===== src/design/trxcp_pkg.sv =====
package trxcp_pkg;

  // Register indexes; byte address on the bus is four times the index
  localparam logic [6:0] IDX_PRIMARY   = 7'h00;
  localparam logic [6:0] IDX_PIN_CFG   = 7'h01;
  localparam logic [6:0] IDX_SUB_CLEAR = 7'h02;
  localparam logic [6:0] IDX_WAKE_SEL  = 7'h03;
  localparam logic [6:0] IDX_TEST_CTL  = 7'h24;
  localparam logic [6:0] IDX_STATUS    = 7'h40;
  localparam logic [6:0] IDX_CLR_DONE  = 7'h41;

  // Reset values
  localparam logic [7:0] PRIMARY_RST   = 8'h01;
  localparam logic [7:0] PIN_CFG_RST   = 8'h00;
  localparam logic [7:0] SUB_CLEAR_RST = 8'h00;
  localparam logic [7:0] WAKE_SEL_RST  = 8'h80;
  localparam logic [7:0] TEST_CTL_RST  = 8'h00;

  // Power-down scheme codes
  localparam logic [1:0] PD_AUTO_RX    = 2'h3;
  localparam logic [1:0] PD_ALL_OFF    = 2'h1;

  // Calibration interval codes and test defaults
  localparam logic [1:0] CAL_NEVER     = 2'h0;
  localparam logic [1:0] CAL_ALWAYS    = 2'h1;
  localparam logic [1:0] CAL_EVERY_16  = 2'h2;
  localparam logic [1:0] CAL_EVERY_256 = 2'h3;
  localparam logic [2:0] TEST_MODE_DEF = 3'h1;

  // Avalon response codes
  localparam logic [1:0] RESP_OKAY     = 2'h0;
  localparam logic [1:0] RESP_DECODE   = 2'h3;

  // Main control register, sequencing layout
  typedef struct packed {
    logic       direction_select;
    logic       freq_set_b;
    logic [1:0] powerdown_scheme;
    logic [1:0] auto_cal_interval;
    logic       sleep_and_arm;
    logic       chip_run_n;
  } trxcp_primary_type;

  // Pin interface configuration register
  typedef struct packed {
    logic osc_skip;
    logic split_data_pins;
    logic clock_gate_on_settle;
    logic clock_gate_on_carrier;
    logic outer_amp_ctrl_on;
    logic outer_rx_amp_ctrl_on;
    logic outer_amp_polarity;
    logic outer_rx_amp_polarity;
  } trxcp_pin_cfg_type;

  // External amplifier and test module controls
  typedef struct packed {
    logic       outer_amp_enable_pin;
    logic       outer_rx_amp_enable_pin;
    logic       test_module_sleep;
    logic [2:0] test_mode;
  } trxcp_pad_type;

  // Sequencer states
  typedef enum logic [1:0] {
    SEQ_OFF   = 2'b00,
    SEQ_ARMED = 2'b01,
    SEQ_RUN   = 2'b10,
    SEQ_CAL   = 2'b11
  } trxcp_seq_type;

endpackage


===== src/design/trxcp_regs.sv =====
// What this block does
// - Sequencing runs only while direction select is receive; host keeps it cleared.
// - Power-down scheme three enables sequencing; bits three to one become sequencing controls.
// - Calibration interval: never, every sequence, every 16th, every 256th.
// - Written rising sleep-and-arm bit powers down and arms for next sequence.
// - Chip reset bit low loads defaults except main register; host sets it high.
// - Frequency select bit picks register set A at 0, B at 1.
// - Oscillator skip bit powers down crystal oscillator, takes external rail clock.
// - Split pins off: data pin outputs receive data, inputs transmit data.
// - Split pins on: data pin input; receive data on settled or clock pin.
// - Split on, select wakeup off, scheme three: data pin falling edge starts sequence.
// - Settle gating, scheme 01, synchronous: clock held high unless PLL locked.
// - Carrier gating, synchronous: clock held high unless carrier sense indicated.
// - Outer amp control on: pin asserts with internal PA, else equals polarity.
// - Outer receive amp control on: pin asserts with LNA, else equals polarity.
// - Outer amp polarity sets active level of its enable pin.
// - Outer receive amp polarity sets active level of its enable pin.
// - Any test enable maps low config bits to test sleep and mode, else 1/001.
// - Each submodule clear bit at zero resets one digital block.
// - Submodule clear bits return to one themselves; done status shows completion.
// - Select wakeup on: select pin falling edges start sequencing instead.

module trxcp_regs #(
  parameter int ADDR_W = 9
) (
  // Clock and reset
  input  wire logic                    clk_sys_i,
  input  wire logic                    rst_b_i,

  // Avalon-MM slave
  input  wire logic [ADDR_W-1:0]       avs_address_i,
  input  wire logic                    avs_read_i,
  input  wire logic                    avs_write_i,
  input  wire logic [3:0]              avs_byteenable_i,
  input  wire logic [31:0]             avs_writedata_i,
  output logic      [31:0]             avs_readdata_o,
  output logic      [1:0]              avs_response_o,
  output logic                         avs_waitrequest_o,

  // Radio core status
  input  wire logic                    pll_lock_i,
  input  wire logic                    carrier_sense_i,
  input  wire logic                    sync_mode_i,
  input  wire logic                    rx_data_i,
  input  wire logic                    data_clock_raw_i,
  input  wire logic                    pa_on_i,
  input  wire logic                    lna_on_i,
  input  wire logic                    seq_done_i,
  input  wire logic                    cal_done_i,
  input  wire logic [7:0]              clear_ack_i,

  // Pins
  input  wire logic                    select_pin_i,
  input  wire logic                    data_io_pin_i,
  output logic                         data_io_pin_o,
  output logic                         data_io_pin_oe_o,
  output logic                         settled_pin_o,
  output logic                         data_clock_pin_o,

  // Core controls
  output logic                         tx_data_o,
  output logic                         freq_set_b_o,
  output logic                         osc_skip_o,
  output logic                         chip_sleep_o,
  output logic                         seq_active_o,
  output logic                         cal_start_o,
  output logic [7:0]                   clear_n_o,
  output trxcp_pkg::trxcp_pad_type     pad_o
);
  import trxcp_pkg::*;

  // Whether one register index is mapped; an unmapped one gets a decode error response
  function automatic logic decoded(input logic [6:0] idx);
    return idx == IDX_PRIMARY || idx == IDX_PIN_CFG || idx == IDX_SUB_CLEAR ||
           idx == IDX_WAKE_SEL || idx == IDX_TEST_CTL || idx == IDX_STATUS ||
           idx == IDX_CLR_DONE;
  endfunction

  // Whether this finished sequence ends with a calibration
  function automatic logic cal_due(input logic [1:0] interval, input logic [7:0] cnt);
    case (interval)
      CAL_NEVER:     return 1'b0;
      CAL_ALWAYS:    return 1'b1;
      CAL_EVERY_16:  return cnt[3:0] == 4'hF;
      CAL_EVERY_256: return cnt == 8'hFF;
      default:       return 1'b0;
    endcase
  endfunction

  // Index needs seven bits above the byte lane bits
  if (ADDR_W < 9) begin : g_chk
    $error("ADDR_W must be at least 9");
  end

  // Register state
  trxcp_primary_type primary;
  trxcp_pin_cfg_type pin_cfg;
  logic [7:0]        sub_clear;
  logic              select_pin_wakeup;
  logic              filter_test_on;
  logic              analog_test_on;
  logic [7:0]        clr_done;
  trxcp_seq_type     seq_state;
  logic [7:0]        seq_count;
  logic              select_pin_q;
  logic              data_io_pin_q;

  // Decode and sequencer wires
  logic [6:0]        idx;
  logic              wr_go;
  logic              rd_take;
  logic              chip_clear;
  logic              seq_mode;
  logic              arm_write;
  logic              wake_edge;
  logic              seq_clear;
  trxcp_primary_type wr_primary;
  logic [7:0]        rd_mux;

  // Bus decode; a write lands on the edge where waitrequest is low
  assign idx        = avs_address_i[8:2];
  assign wr_go      = avs_write_i & ~avs_waitrequest_o & avs_byteenable_i[0];
  assign rd_take    = (avs_read_i | avs_write_i) & avs_waitrequest_o;
  assign wr_primary = trxcp_primary_type'(avs_writedata_i[7:0]);
  assign chip_clear = ~primary.chip_run_n;

  // Sequencing only in receive with the automatic scheme
  assign seq_mode = primary.powerdown_scheme == PD_AUTO_RX &&
                    !primary.direction_select;

  // Only a 0 to 1 change of the arm bit counts, not a repeated 1
  assign arm_write = wr_go && idx == IDX_PRIMARY && wr_primary.sleep_and_arm &&
                     !primary.sleep_and_arm &&
                     wr_primary.powerdown_scheme == PD_AUTO_RX &&
                     !wr_primary.direction_select;

  // Wake source: select pin, or data pin when pins are split
  assign wake_edge = select_pin_wakeup ? (select_pin_q & ~select_pin_i)
                   : (pin_cfg.split_data_pins & data_io_pin_q & ~data_io_pin_i);

  assign seq_clear = chip_clear | ~sub_clear[1];

  // Read multiplexer
  always_comb begin
    rd_mux = 8'h00;
    case (idx)
      IDX_PRIMARY:   rd_mux = primary;
      IDX_PIN_CFG:   rd_mux = pin_cfg;
      IDX_SUB_CLEAR: rd_mux = sub_clear;
      IDX_WAKE_SEL:  rd_mux = {select_pin_wakeup, 7'h00};
      IDX_TEST_CTL:  rd_mux = {6'h00, filter_test_on, analog_test_on};
      IDX_STATUS:    rd_mux = {pll_lock_i, carrier_sense_i, 3'h0, chip_sleep_o, seq_state};
      IDX_CLR_DONE:  rd_mux = clr_done;
      default:       rd_mux = 8'h00;
    endcase
  end

  // Bus handshake: one wait cycle, then a single low waitrequest cycle
  always_ff @(posedge clk_sys_i) begin
    if (!rst_b_i) begin
      avs_waitrequest_o <= 1'b1;
      avs_readdata_o    <= 32'h0000_0000;
      avs_response_o    <= RESP_OKAY;
    end else begin
      // One low cycle, so a held request is not taken twice
      avs_waitrequest_o <= ~rd_take;
      if (rd_take) begin
        avs_readdata_o <= {24'h00_0000, rd_mux};
        avs_response_o <= decoded(idx) ? RESP_OKAY : RESP_DECODE;
      end
    end
  end

  // Main register has no soft default; it is only ever written directly
  always_ff @(posedge clk_sys_i) begin
    if (!rst_b_i) begin
      primary <= trxcp_primary_type'(PRIMARY_RST);
    end else if (wr_go && idx == IDX_PRIMARY) begin
      primary <= wr_primary;
    end
  end

  // Pin config, wake select and test enables fall back to defaults in chip reset
  always_ff @(posedge clk_sys_i) begin
    if (!rst_b_i || chip_clear) begin
      pin_cfg           <= trxcp_pin_cfg_type'(PIN_CFG_RST);
      select_pin_wakeup <= WAKE_SEL_RST[7];
      filter_test_on    <= TEST_CTL_RST[1];
      analog_test_on    <= TEST_CTL_RST[0];
    end else if (wr_go) begin
      if (idx == IDX_PIN_CFG) begin
        pin_cfg <= trxcp_pin_cfg_type'(avs_writedata_i[7:0]);
      end

      if (idx == IDX_WAKE_SEL) begin
        select_pin_wakeup <= avs_writedata_i[7];
      end

      if (idx == IDX_TEST_CTL) begin
        filter_test_on <= avs_writedata_i[1];
        analog_test_on <= avs_writedata_i[0];
      end
    end
  end

  // Clear bits self-set the cycle after they fire, so a write of 0 is a pulse
  always_ff @(posedge clk_sys_i) begin
    if (!rst_b_i || chip_clear) begin
      sub_clear <= SUB_CLEAR_RST;
    end else if (wr_go && idx == IDX_SUB_CLEAR) begin
      sub_clear <= avs_writedata_i[7:0];
    end else begin
      sub_clear <= 8'hFF;
    end
  end

  // Done bits drop when a block is cleared and rise on its acknowledge
  always_ff @(posedge clk_sys_i) begin
    if (!rst_b_i) begin
      clr_done <= 8'h00;
    end else begin
      clr_done <= (clr_done | clear_ack_i) & clear_n_o;
    end
  end

  // Block clear outputs; chip reset clears every block
  always_ff @(posedge clk_sys_i) begin
    if (!rst_b_i) begin
      clear_n_o <= 8'h00;
    end else begin
      clear_n_o <= sub_clear & {8{~chip_clear}};
    end
  end

  // Pin history for falling edge detection
  always_ff @(posedge clk_sys_i) begin
    if (!rst_b_i) begin
      select_pin_q  <= 1'b1;
      data_io_pin_q <= 1'b1;
    end else begin
      select_pin_q  <= select_pin_i;
      data_io_pin_q <= data_io_pin_i;
    end
  end

  // Power-up sequencer; the radio timers report the end of a sequence
  always_ff @(posedge clk_sys_i) begin
    if (!rst_b_i || seq_clear) begin
      seq_state <= SEQ_OFF;
      seq_count <= 8'h00;
    end else if (!seq_mode && !arm_write) begin
      seq_state <= SEQ_OFF;
    end else begin
      case (seq_state)
        SEQ_OFF: begin
          if (arm_write) begin
            seq_state <= SEQ_ARMED;
          end
        end

        SEQ_ARMED: begin
          if (wake_edge) begin
            seq_state <= SEQ_RUN;
          end
        end

        SEQ_RUN: begin
          // Re-arming aborts a running sequence
          if (arm_write) begin
            seq_state <= SEQ_ARMED;
          end else if (seq_done_i) begin
            seq_count <= seq_count + 8'h01;
            seq_state <= cal_due(primary.auto_cal_interval, seq_count) ? SEQ_CAL
                                                                       : SEQ_ARMED;
          end
        end

        SEQ_CAL: begin
          // Core reports the end of calibration
          if (cal_done_i) begin
            seq_state <= SEQ_ARMED;
          end
        end

        default: seq_state <= SEQ_OFF;
      endcase
    end
  end

  // Sequencer outputs; calibration start is a one-cycle pulse
  always_ff @(posedge clk_sys_i) begin
    if (!rst_b_i) begin
      chip_sleep_o <= 1'b0;
      seq_active_o <= 1'b0;
      cal_start_o  <= 1'b0;
    end else begin
      chip_sleep_o <= seq_state == SEQ_ARMED;
      seq_active_o <= seq_state == SEQ_RUN || seq_state == SEQ_CAL;
      cal_start_o  <= seq_state == SEQ_RUN && seq_mode && !seq_clear && !arm_write &&
                      seq_done_i && cal_due(primary.auto_cal_interval, seq_count);
    end
  end

  // Core controls taken straight from register fields
  always_ff @(posedge clk_sys_i) begin
    if (!rst_b_i) begin
      freq_set_b_o <= 1'b0;
      osc_skip_o   <= 1'b0;
    end else begin
      freq_set_b_o <= primary.freq_set_b;
      osc_skip_o   <= pin_cfg.osc_skip;
    end
  end

  // Data pin direction and receive data routing
  always_ff @(posedge clk_sys_i) begin
    if (!rst_b_i) begin
      data_io_pin_o    <= 1'b0;
      data_io_pin_oe_o <= 1'b0;
      tx_data_o        <= 1'b0;
      settled_pin_o    <= 1'b0;
    end else begin
      data_io_pin_o    <= rx_data_i;

      // Split pins make the data pin a pure input
      data_io_pin_oe_o <= ~pin_cfg.split_data_pins & ~primary.direction_select;
      tx_data_o        <= data_io_pin_i;
      settled_pin_o    <= (pin_cfg.split_data_pins & sync_mode_i) ? rx_data_i
                                                                  : pll_lock_i;
    end
  end

  // Data clock pin; gating forces it high, never low
  always_ff @(posedge clk_sys_i) begin
    if (!rst_b_i) begin
      data_clock_pin_o <= 1'b1;
    end else if (pin_cfg.split_data_pins && !sync_mode_i) begin
      data_clock_pin_o <= rx_data_i;
    end else if (sync_mode_i && pin_cfg.clock_gate_on_settle &&
                 primary.powerdown_scheme == PD_ALL_OFF && !pll_lock_i) begin
      data_clock_pin_o <= 1'b1;
    end else if (sync_mode_i && pin_cfg.clock_gate_on_carrier && !carrier_sense_i) begin
      // Host must keep this gating off in transmit
      data_clock_pin_o <= 1'b1;
    end else begin
      data_clock_pin_o <= data_clock_raw_i;
    end
  end

  // External amplifier enables and analog test module controls
  always_ff @(posedge clk_sys_i) begin
    if (!rst_b_i) begin
      pad_o <= '{1'b0, 1'b0, 1'b1, TEST_MODE_DEF};
    end else begin
      // Active level equals the polarity bit, idle level its inverse
      pad_o.outer_amp_enable_pin <= (pin_cfg.outer_amp_ctrl_on & ~pa_on_i) ^
                                    pin_cfg.outer_amp_polarity;
      pad_o.outer_rx_amp_enable_pin <= (pin_cfg.outer_rx_amp_ctrl_on & ~lna_on_i) ^
                                       pin_cfg.outer_rx_amp_polarity;

      if (filter_test_on || analog_test_on) begin
        pad_o.test_module_sleep <= pin_cfg.outer_amp_ctrl_on;
        pad_o.test_mode         <= {pin_cfg.outer_rx_amp_ctrl_on, pin_cfg.outer_amp_polarity,
                                    pin_cfg.outer_rx_amp_polarity};
      end else begin
        pad_o.test_module_sleep <= 1'b1;
        pad_o.test_mode         <= TEST_MODE_DEF;
      end
    end
  end

endmodule // trxcp_regs


===== config.mk =====
export PLATFORM = sky130hd
export DESIGN_NAME = trxcp_regs
export DESIGN_NICKNAME = d
export VERILOG_FILES = /design/src/design/trxcp_pkg.sv /design/src/design/trxcp_regs.sv
export SDC_FILE = /design/constraint.sdc
export NUM_CORES = 1
export LEC_CHECK = 0
export BUFFER_PORTS_ARGS = -buffer_cell sky130_fd_sc_hd__buf_4
export CAP_MARGIN = 40
export CELL_PAD_IN_SITES_DETAIL_PLACEMENT = 0
export CELL_PAD_IN_SITES_GLOBAL_PLACEMENT = 1
export CORE_UTILIZATION = 37
export DETAILED_ROUTE_END_ITERATION = 12
export PLACE_DENSITY = 0.86
export SLEW_MARGIN = 20
export SYNTH_ARGS = -nofsm -noshare
export SYNTH_HDL_FRONTEND = slang
export SYNTH_SLANG_ARGS = --single-unit

===== constraint.sdc =====
create_clock -name clk_sys_i -period 2.55 [get_ports clk_sys_i]
set_input_delay 0 -clock clk_sys_i [delete_from_list [all_inputs] [get_ports clk_sys_i]]
set_output_delay 0 -clock clk_sys_i [all_outputs]
set_load 0.01 [all_outputs]

==> impl_metrics.yaml, run 1 <==
run_status:
  status: "complete, no violations"
layout:
  antennaDiodeCount: 0
  drive_gt1_share_pct: 22.72
  nets: 540
  finalNonFillerCells: 600
  area_delta_synth_final_pct: 30.20
timing:
  drv_slew: 0
  skew_ns: 0.01378
  timing.final.crit_share_pct: 81.96
  tns_ns: 0
  setup_viol: 0
  final_hold_viol_count: 0
  slew_headroom_pct: 58.87
  tightestPinTransition_ns: 0.6154
  setup_slack_ns: 0.4601
  rsz0062_at_grt: "no"
  max_freq_mhz: 478.5
  fin_crit_ns: 2.090
floorplanning:
  start_util_pct: 38.47
  fp.coreArea_sq_mm: 0.009328
  dieArea_sq_mm: 0.01010
  boundaryPins: 127
  die_x_um: 100.5
  fp-row-count: 35
  die_h_um: 100.5
clock_tree:
  cts_buffer_depth: 2
  cts_root_buf: "clkbuf_8"
  path_clk_slew_ns: 0.09
  worst_skew_pair.late_latency_ns: 0.36
  cts_resized: 0
  cts_htree_levels: 3
  cts-buffers-inserted: 9
  postCtsSetupRepairBufs: 0
  cts_sinks: 81
  cts_tree: "built"
routing:
  vias_per_cell: 4.920
  ant_nets: 0
  wl_per_cell_um: 14.23
  drtIter0Drc: 181
  dr.pass1.iters: 4
  via_count: 2952
  post-route-drc-count: 0
  postRouteWirelength_um: 8538
pwr:
  vdd_drop_max_v: 0.0003313
  cellPowerDensity_mw_per_mm2: 562.4
  power.total_uw: 2627
  power_leakage_uw: 0.002056
global_routing:
  grt_pass1_wl_um: 13370
  grt_max_degree: 29
  grt_pass1_vias: 2718
  grt_usage_pct: 17.15
  grt_overflow_total: 0
  antenna_found_initial: 0
synthesis:
  yosys_warnings: 0
  ys_ff_latch: 81
  synth_seq_area_share_pct: 45.19
  synth-edff-count: 0
  synth_area_sq_mm: 0.003588
  async_flop_share_pct: 0
  synth_cell_types: 56
  synth_ff_type: "dfxtp_1"
  synth.avg_cell_area_sq_um: 9.751
  syn_inst: 368
worst_setup_path:
  required_ns: 2.83
  worstReg2RegStart: "seq_state[0]"
  cp.arrival_ns: 2.37
  worstReg2RegEnd: "seq_count[7]"
  rrSetupSlack_ns: 0.46
  crit_path_end_kind: "flop"
  path_class: "reg -> reg"
  cp-start-kind: "flop"
  crit_end: "seq_count[7]"
  path_max_fanout: 6
  worstSetupStartpoint: "seq_state[0]"
  reg2regPathDepth: 7
worst_hold_path:
  hold_class: "in -> reg"
  min_path_cells: 3
place:
  pre_cts_slack_ns: 0.5223
  dp_cells: 556
  port_buffers: 73
  post-dp-hpwl_um: 6088
  gp_congestion: 0.8222
run:
  cap_violations: 0
-- critical path, stage by stage (launching register included) --
cell	delay (ns)
dfxtp_1	0.37
inv_1	0.13
ha_1	0.22
and2_1	0.14
nand4_1	0.29
nor4_4	0.34
or3b_1	0.38
a21oi_1	0.14
-- cell type report --
class                           count  area, sq um
Fill cell                         863         4656
Multi-Input combinational cell    255         1742
Sequential cell                    81         1622
Timing Repair Buffer              105        858.3
Tap cell                          129        161.4
Clock buffer                       11        151.4
Clock inverter                      5        85.08
Inverter                           14        52.55
-- cell usage after synthesis, drive strengths merged (2+ instances only) --
cell type / n / area [sq um]
dfxtp: 81 / 1622
nor2: 41 / 153.9
buf: 31 / 221.5
mux2i: 27 / 270.3
nand2: 19 / 71.32
inv: 14 / 52.55
a21oi: 10 / 50.05
clkbuf: 10 / 37.54
nand3: 10 / 55.05
nor2b: 10 / 62.56
and2: 8 / 50.05
and3: 8 / 50.05
o211a: 8 / 80.08
o21ai: 8 / 43.79
ha: 6 / 75.07
a22o: 5 / 43.79
xnor2: 5 / 43.79
a32oi: 4 / 35.03
nand2b: 4 / 25.02
nor3b: 4 / 30.03
o22ai: 4 / 25.02
or3: 4 / 25.02
a32o: 3 / 30.03
mux2: 3 / 33.78
mux4: 3 / 67.56
nand4: 3 / 18.77
nor3: 3 / 15.01
nor4: 3 / 48.80
o21a: 3 / 22.52
or2: 3 / 18.77
a21boi: 2 / 15.01
a31oi: 2 / 12.51
nand4b: 2 / 17.52
nor4b: 2 / 17.52
nor4bb: 2 / 35.03
-- state kept, by name (all words and copies together), names as in the netlist, 2 cells and up --
register        count
avs_readdata_o      8
primary             8
clear_n_o           8
clr_done            8
sub_clear           8
seq_count           8
pin_cfg             8
pad_o               6
seq_state           2
-- cell usage in the layout (no fill, tap or decap), drive strengths merged, types with 3 or more instances in the layout --
cell         Yosys  final
a21oi           10     10
a22o             5      5
a32o             3      3
a32oi            4      4
and2             8      8
and3             8      8
buf             31     77
clkbuf          10     11
conb             1     24
dfxtp           81     81
dlygate4sd3      0     28
ha               6      6
inv             14     15
mux2             3      3
mux2i           27     27
mux4             3      3
nand2           19     19
nand2b           4      4
nand3           10     10
nand4            3      3
nor2            41     41
nor2b           10     10
nor3             3      3
nor3b            4      4
nor4             3      3
o211a            8      8
o21a             3      3
o21ai            8      8
o22ai            4      4
or2              3      3
or3              4      4
xnor2            5      5
-- where the power goes --
group	internal, uW	switching [uW]
sequential	1290	15.3
clock	610	469
combinational	125	118
total	2030	602
-- layer usage --
metal / vias to the layer above / track usage [%] / wire length (um)
met2: 103 / 28.24 / 4015
met5: - / 0 / 0
met3: 14 / 4.161 / 545
met4: 0 / 6.132 / 153
li1: 1438 / - / -
met1: 1397 / 21.89 / 3823
-- how the worst min path moves through the flow --
stage	from	end	slack (ns)
6_report	avs_address_i[6]	avs_readdata_o[7]	0.05
3_5_place_dp	select_pin_i	select_pin_q	0.20
3_3_place_gp	select_pin_i	select_pin_q	0.20
4_1_cts	avs_address_i[6]	avs_readdata_o[7]	0.04
2_1_floorplan	data_io_pin_i	data_io_pin_q	0.10
5_1_grt	avs_address_i[6]	avs_readdata_o[2]	0.05
-- cell families after synthesis --
kind of cell             share of synthesized area [%]
AND/OR/NAND/NOR                                  20.92
buffers and inverters                            8.682
adder cells (fa/ha/maj)                          2.092
multiplexers                                     10.36
other                                           0.1045
flip-flops                                       45.19
AO/OA/AOI/OAI                                    11.19
XOR/XNOR                                         1.464
-- through the flow --
step / utilization (%) / hold WS (ns) / area (sq um)
2_1_floorplan: - / 0.1015 / 3675
3_3_place_gp: 44.55 / 0.1999 / 4155
3_5_place_dp: 44.55 / 0.2021 / 4155
4_1_cts: 50.09 / 0.03725 / 4672
5_1_grt: 50.09 / 0.04798 / 4672
6_report: 50.09 / 0.05056 / 4672
-- repair_timing --
| action | 4_1_cts | 5_1_grt |
|---|---|---|
| endpoints found under the hold margin | 45 | 0 |
| setup endpoints to repair | 0 | 0 |
| hold buffers | 28 | 0 |
Note: power is estimated with default switching activity, not from simulation.
==> inputs of run 2 (changes only) <==
--- a/config.mk
+++ b/config.mk
@@ -9,9 +9,9 @@
 export CAP_MARGIN = 40
 export CELL_PAD_IN_SITES_DETAIL_PLACEMENT = 0
 export CELL_PAD_IN_SITES_GLOBAL_PLACEMENT = 1
-export CORE_UTILIZATION = 37
+export CORE_UTILIZATION = 33
 export DETAILED_ROUTE_END_ITERATION = 12
-export PLACE_DENSITY = 0.86
+export PLACE_DENSITY = 0.81
 export SLEW_MARGIN = 20
 export SYNTH_ARGS = -nofsm -noshare
 export SYNTH_HDL_FRONTEND = slang
==> constraint.sdc (replaced) <==
create_clock -name clk_sys_i -period 1.9 [get_ports clk_sys_i]
set_input_delay 0 -clock clk_sys_i [delete_from_list [all_inputs] [get_ports clk_sys_i]]
set_output_delay 0 -clock clk_sys_i [all_outputs]
set_load 0.01 [all_outputs]
==> run 2 against run 1 <==
Against the previous run: die area grew 12%; routed wire length is 6.6% higher; combinational power increased by 38%; register-to-register slack worse by 0.37 ns; critical endpoint unchanged; highest routed layer unchanged; cell count rose by 3.3%; utilization decreased by 4.4 points; non-clock buffer count rose by 13; hold slack got worse by 0.037 ns; first-iteration DRC count shrank 17%; critical path type unchanged.
==> impl_metrics.yaml, run 2 (synthesis gave the netlist of run 1 again) <==
run_status:
  status: "complete, no violations"
global_routing:
  use_met1_pct: 21.06
  grt_pass1_wl_um: 14240
  antenna_found_initial: 0
  grt_use_met3_pct: 4.353
  grt_max_degree: 32
  grt_usage_pct: 16.58
  top_usage_layer: "met2"
  grt_use_met2_pct: 27.23
  grt_overflow_total: 0
  grt_pass1_vias: 2827
timing:
  setup_viol: 0
  skew_ns: 0.01774
  tightestPinTransition_ns: 0.6951
  fin_crit_ns: 1.808
  tns_ns: 0
  worst_hold_slack_ns: 0.01366
  slew_headroom_pct: 53.55
  max_freq_mhz: 553.2
  rsz0062_at_grt: "yes"
  timing.final.crit_share_pct: 95.15
  drv_slew: 0
  final_hold_viol_count: 0
floorplanning:
  boundaryPins: 127
  start_util_pct: 34.45
  fp-row-count: 37
  die_x_um: 106.3
  die_h_um: 106.3
  fp.coreArea_sq_mm: 0.01042
  dieArea_sq_mm: 0.01130
worst_setup_path:
  reg2regPathDepth: 7
  cp-start-kind: "flop"
  worstSetupStartpoint: "seq_state[0]"
  path_max_fanout: 4
  crit_path_end_kind: "flop"
  worstReg2RegEnd: "seq_count[7]"
  rrSetupSlack_ns: 0.09
  cp.arrival_ns: 2.11
  worstReg2RegStart: "seq_state[0]"
  required_ns: 2.20
  path_class: "reg -> reg"
clock_tree:
  cts_htree_levels: 3
  worst_skew_pair.late_latency_ns: 0.36
  cts_root_buf: "clkbuf_8"
  cts_sinks: 81
  cts_tree: "built"
  path_clk_slew_ns: 0.09
  cts_buffer_depth: 2
  cts-buffers-inserted: 9
worst_hold_path:
  min_to: "pad_o[5]"
  hp-start: "pa_on_i"
  min_path_cells: 4
  hold_class: "in -> reg"
routing:
  wl_per_cell_um: 14.68
  postRouteWirelength_um: 9103
  via_count: 2968
  ant_nets: 0
  vias_per_cell: 4.787
  drtIter0Drc: 150
  post-route-drc-count: 0
  dr.pass1.iters: 4
place:
  port_buffers: 73
  gp_congestion: 0.8483
  post-dp-hpwl_um: 6636
pwr:
  cellPowerDensity_mw_per_mm2: 709.3
  power_leakage_uw: 0.002106
  vdd_drop_max_v: 0.0003288
run:
  cap_violations: 0
layout:
  final_common_cell: "buf_4"
  fillers: 1011
  area_delta_synth_final_pct: 32.71
  nets: 553
  antennaDiodeCount: 0
  layout_common_cells: "93 x buf_4, 81 x dfxtp_1, 41 x nor2_1"
  drive_gt1_share_pct: 26.45
## run 2: cell count changes in the layout (fill, tap and decap cells not counted), sizes merged
| cell | delta |
|---|---|
| dlygate4sd3 | -3 |
| buf | +16 |
| clkbuf | -1 |
| clkinv | +2 |
| clkinvlp | +1 |
| bufinv | -1 |
| inv | -1 |
## run 2: how the worst max path moves through the flow
stage / slack, ns / cells after the start / end
floorplan: 0.05 / 8 / seq_count[7]
global placement: 0.09 / 5 / seq_state[1]
detailed placement: 0.04 / 8 / seq_count[3]
CTS: 0.04 / 8 / seq_count[3]
global route: -0.05 / 7 / seq_count[7]
finish: 0.09 / 7 / seq_count[7]
## run 2: final cells by class
type	count	area, sq um	share of cell area (%)
repair buffers	118	948.4	19.92
flip-flops and latches	81	1622	34.05
well taps	136	170.2	3.573
clock buffers	10	137.6	2.890
multi-input cells	255	1764	37.05
clock inverters	6	67.56	1.419
inverters	14	52.55	1.104
## run 2: power by group
group          internal [uW]  switching (uW)
registers               1730            18.3
logic                    170             164
clock network            645             648
total                   2550             831
## run 2: critical path, cell delays in order (launching register included)
cell	delay, ns
dfxtp_1	0.32
inv_1	0.09
ha_1	0.18
and2_1	0.13
nand4_1	0.22
nor4_4	0.31
or3b_1	0.37
a21oi_1	0.14
## run 2: per-stage QoR
stage | instance area, sq um | instances | power (uW) | utilization, % | setup WS [ns]
after floorplan | 3675 | 391 | 1965 | - | 0.04944
after global placement | 4277 | 578 | 2077 | 41.06 | 0.08929
after detailed placement | 4277 | 578 | 2081 | 41.06 | 0.04351
after CTS | 4732 | 619 | 3401 | 45.43 | 0.03781
after global routing | 4762 | 620 | 3518 | 45.72 | -0.04630
final | 4762 | 620 | 3378 | 45.72 | 0.09223
## run 2: what timing repair did
action,in CTS,in global routing
setup endpoints to repair,0,5
buffers inserted,0,1
hold buffers,25,0
endpoints found under the hold margin,43,0
gates resized for setup,0,6
## run 2: routing by layer
| layer | up-vias | part of all wire, % |
|---|---|---|
| li1 | 1458 | - |
| met1 | 1410 | 46 |
| met2 | 90 | 47 |
| met3 | 10 | 5.6 |
| met4 | 0 | 1.5 |
| met5 | - | 0 |
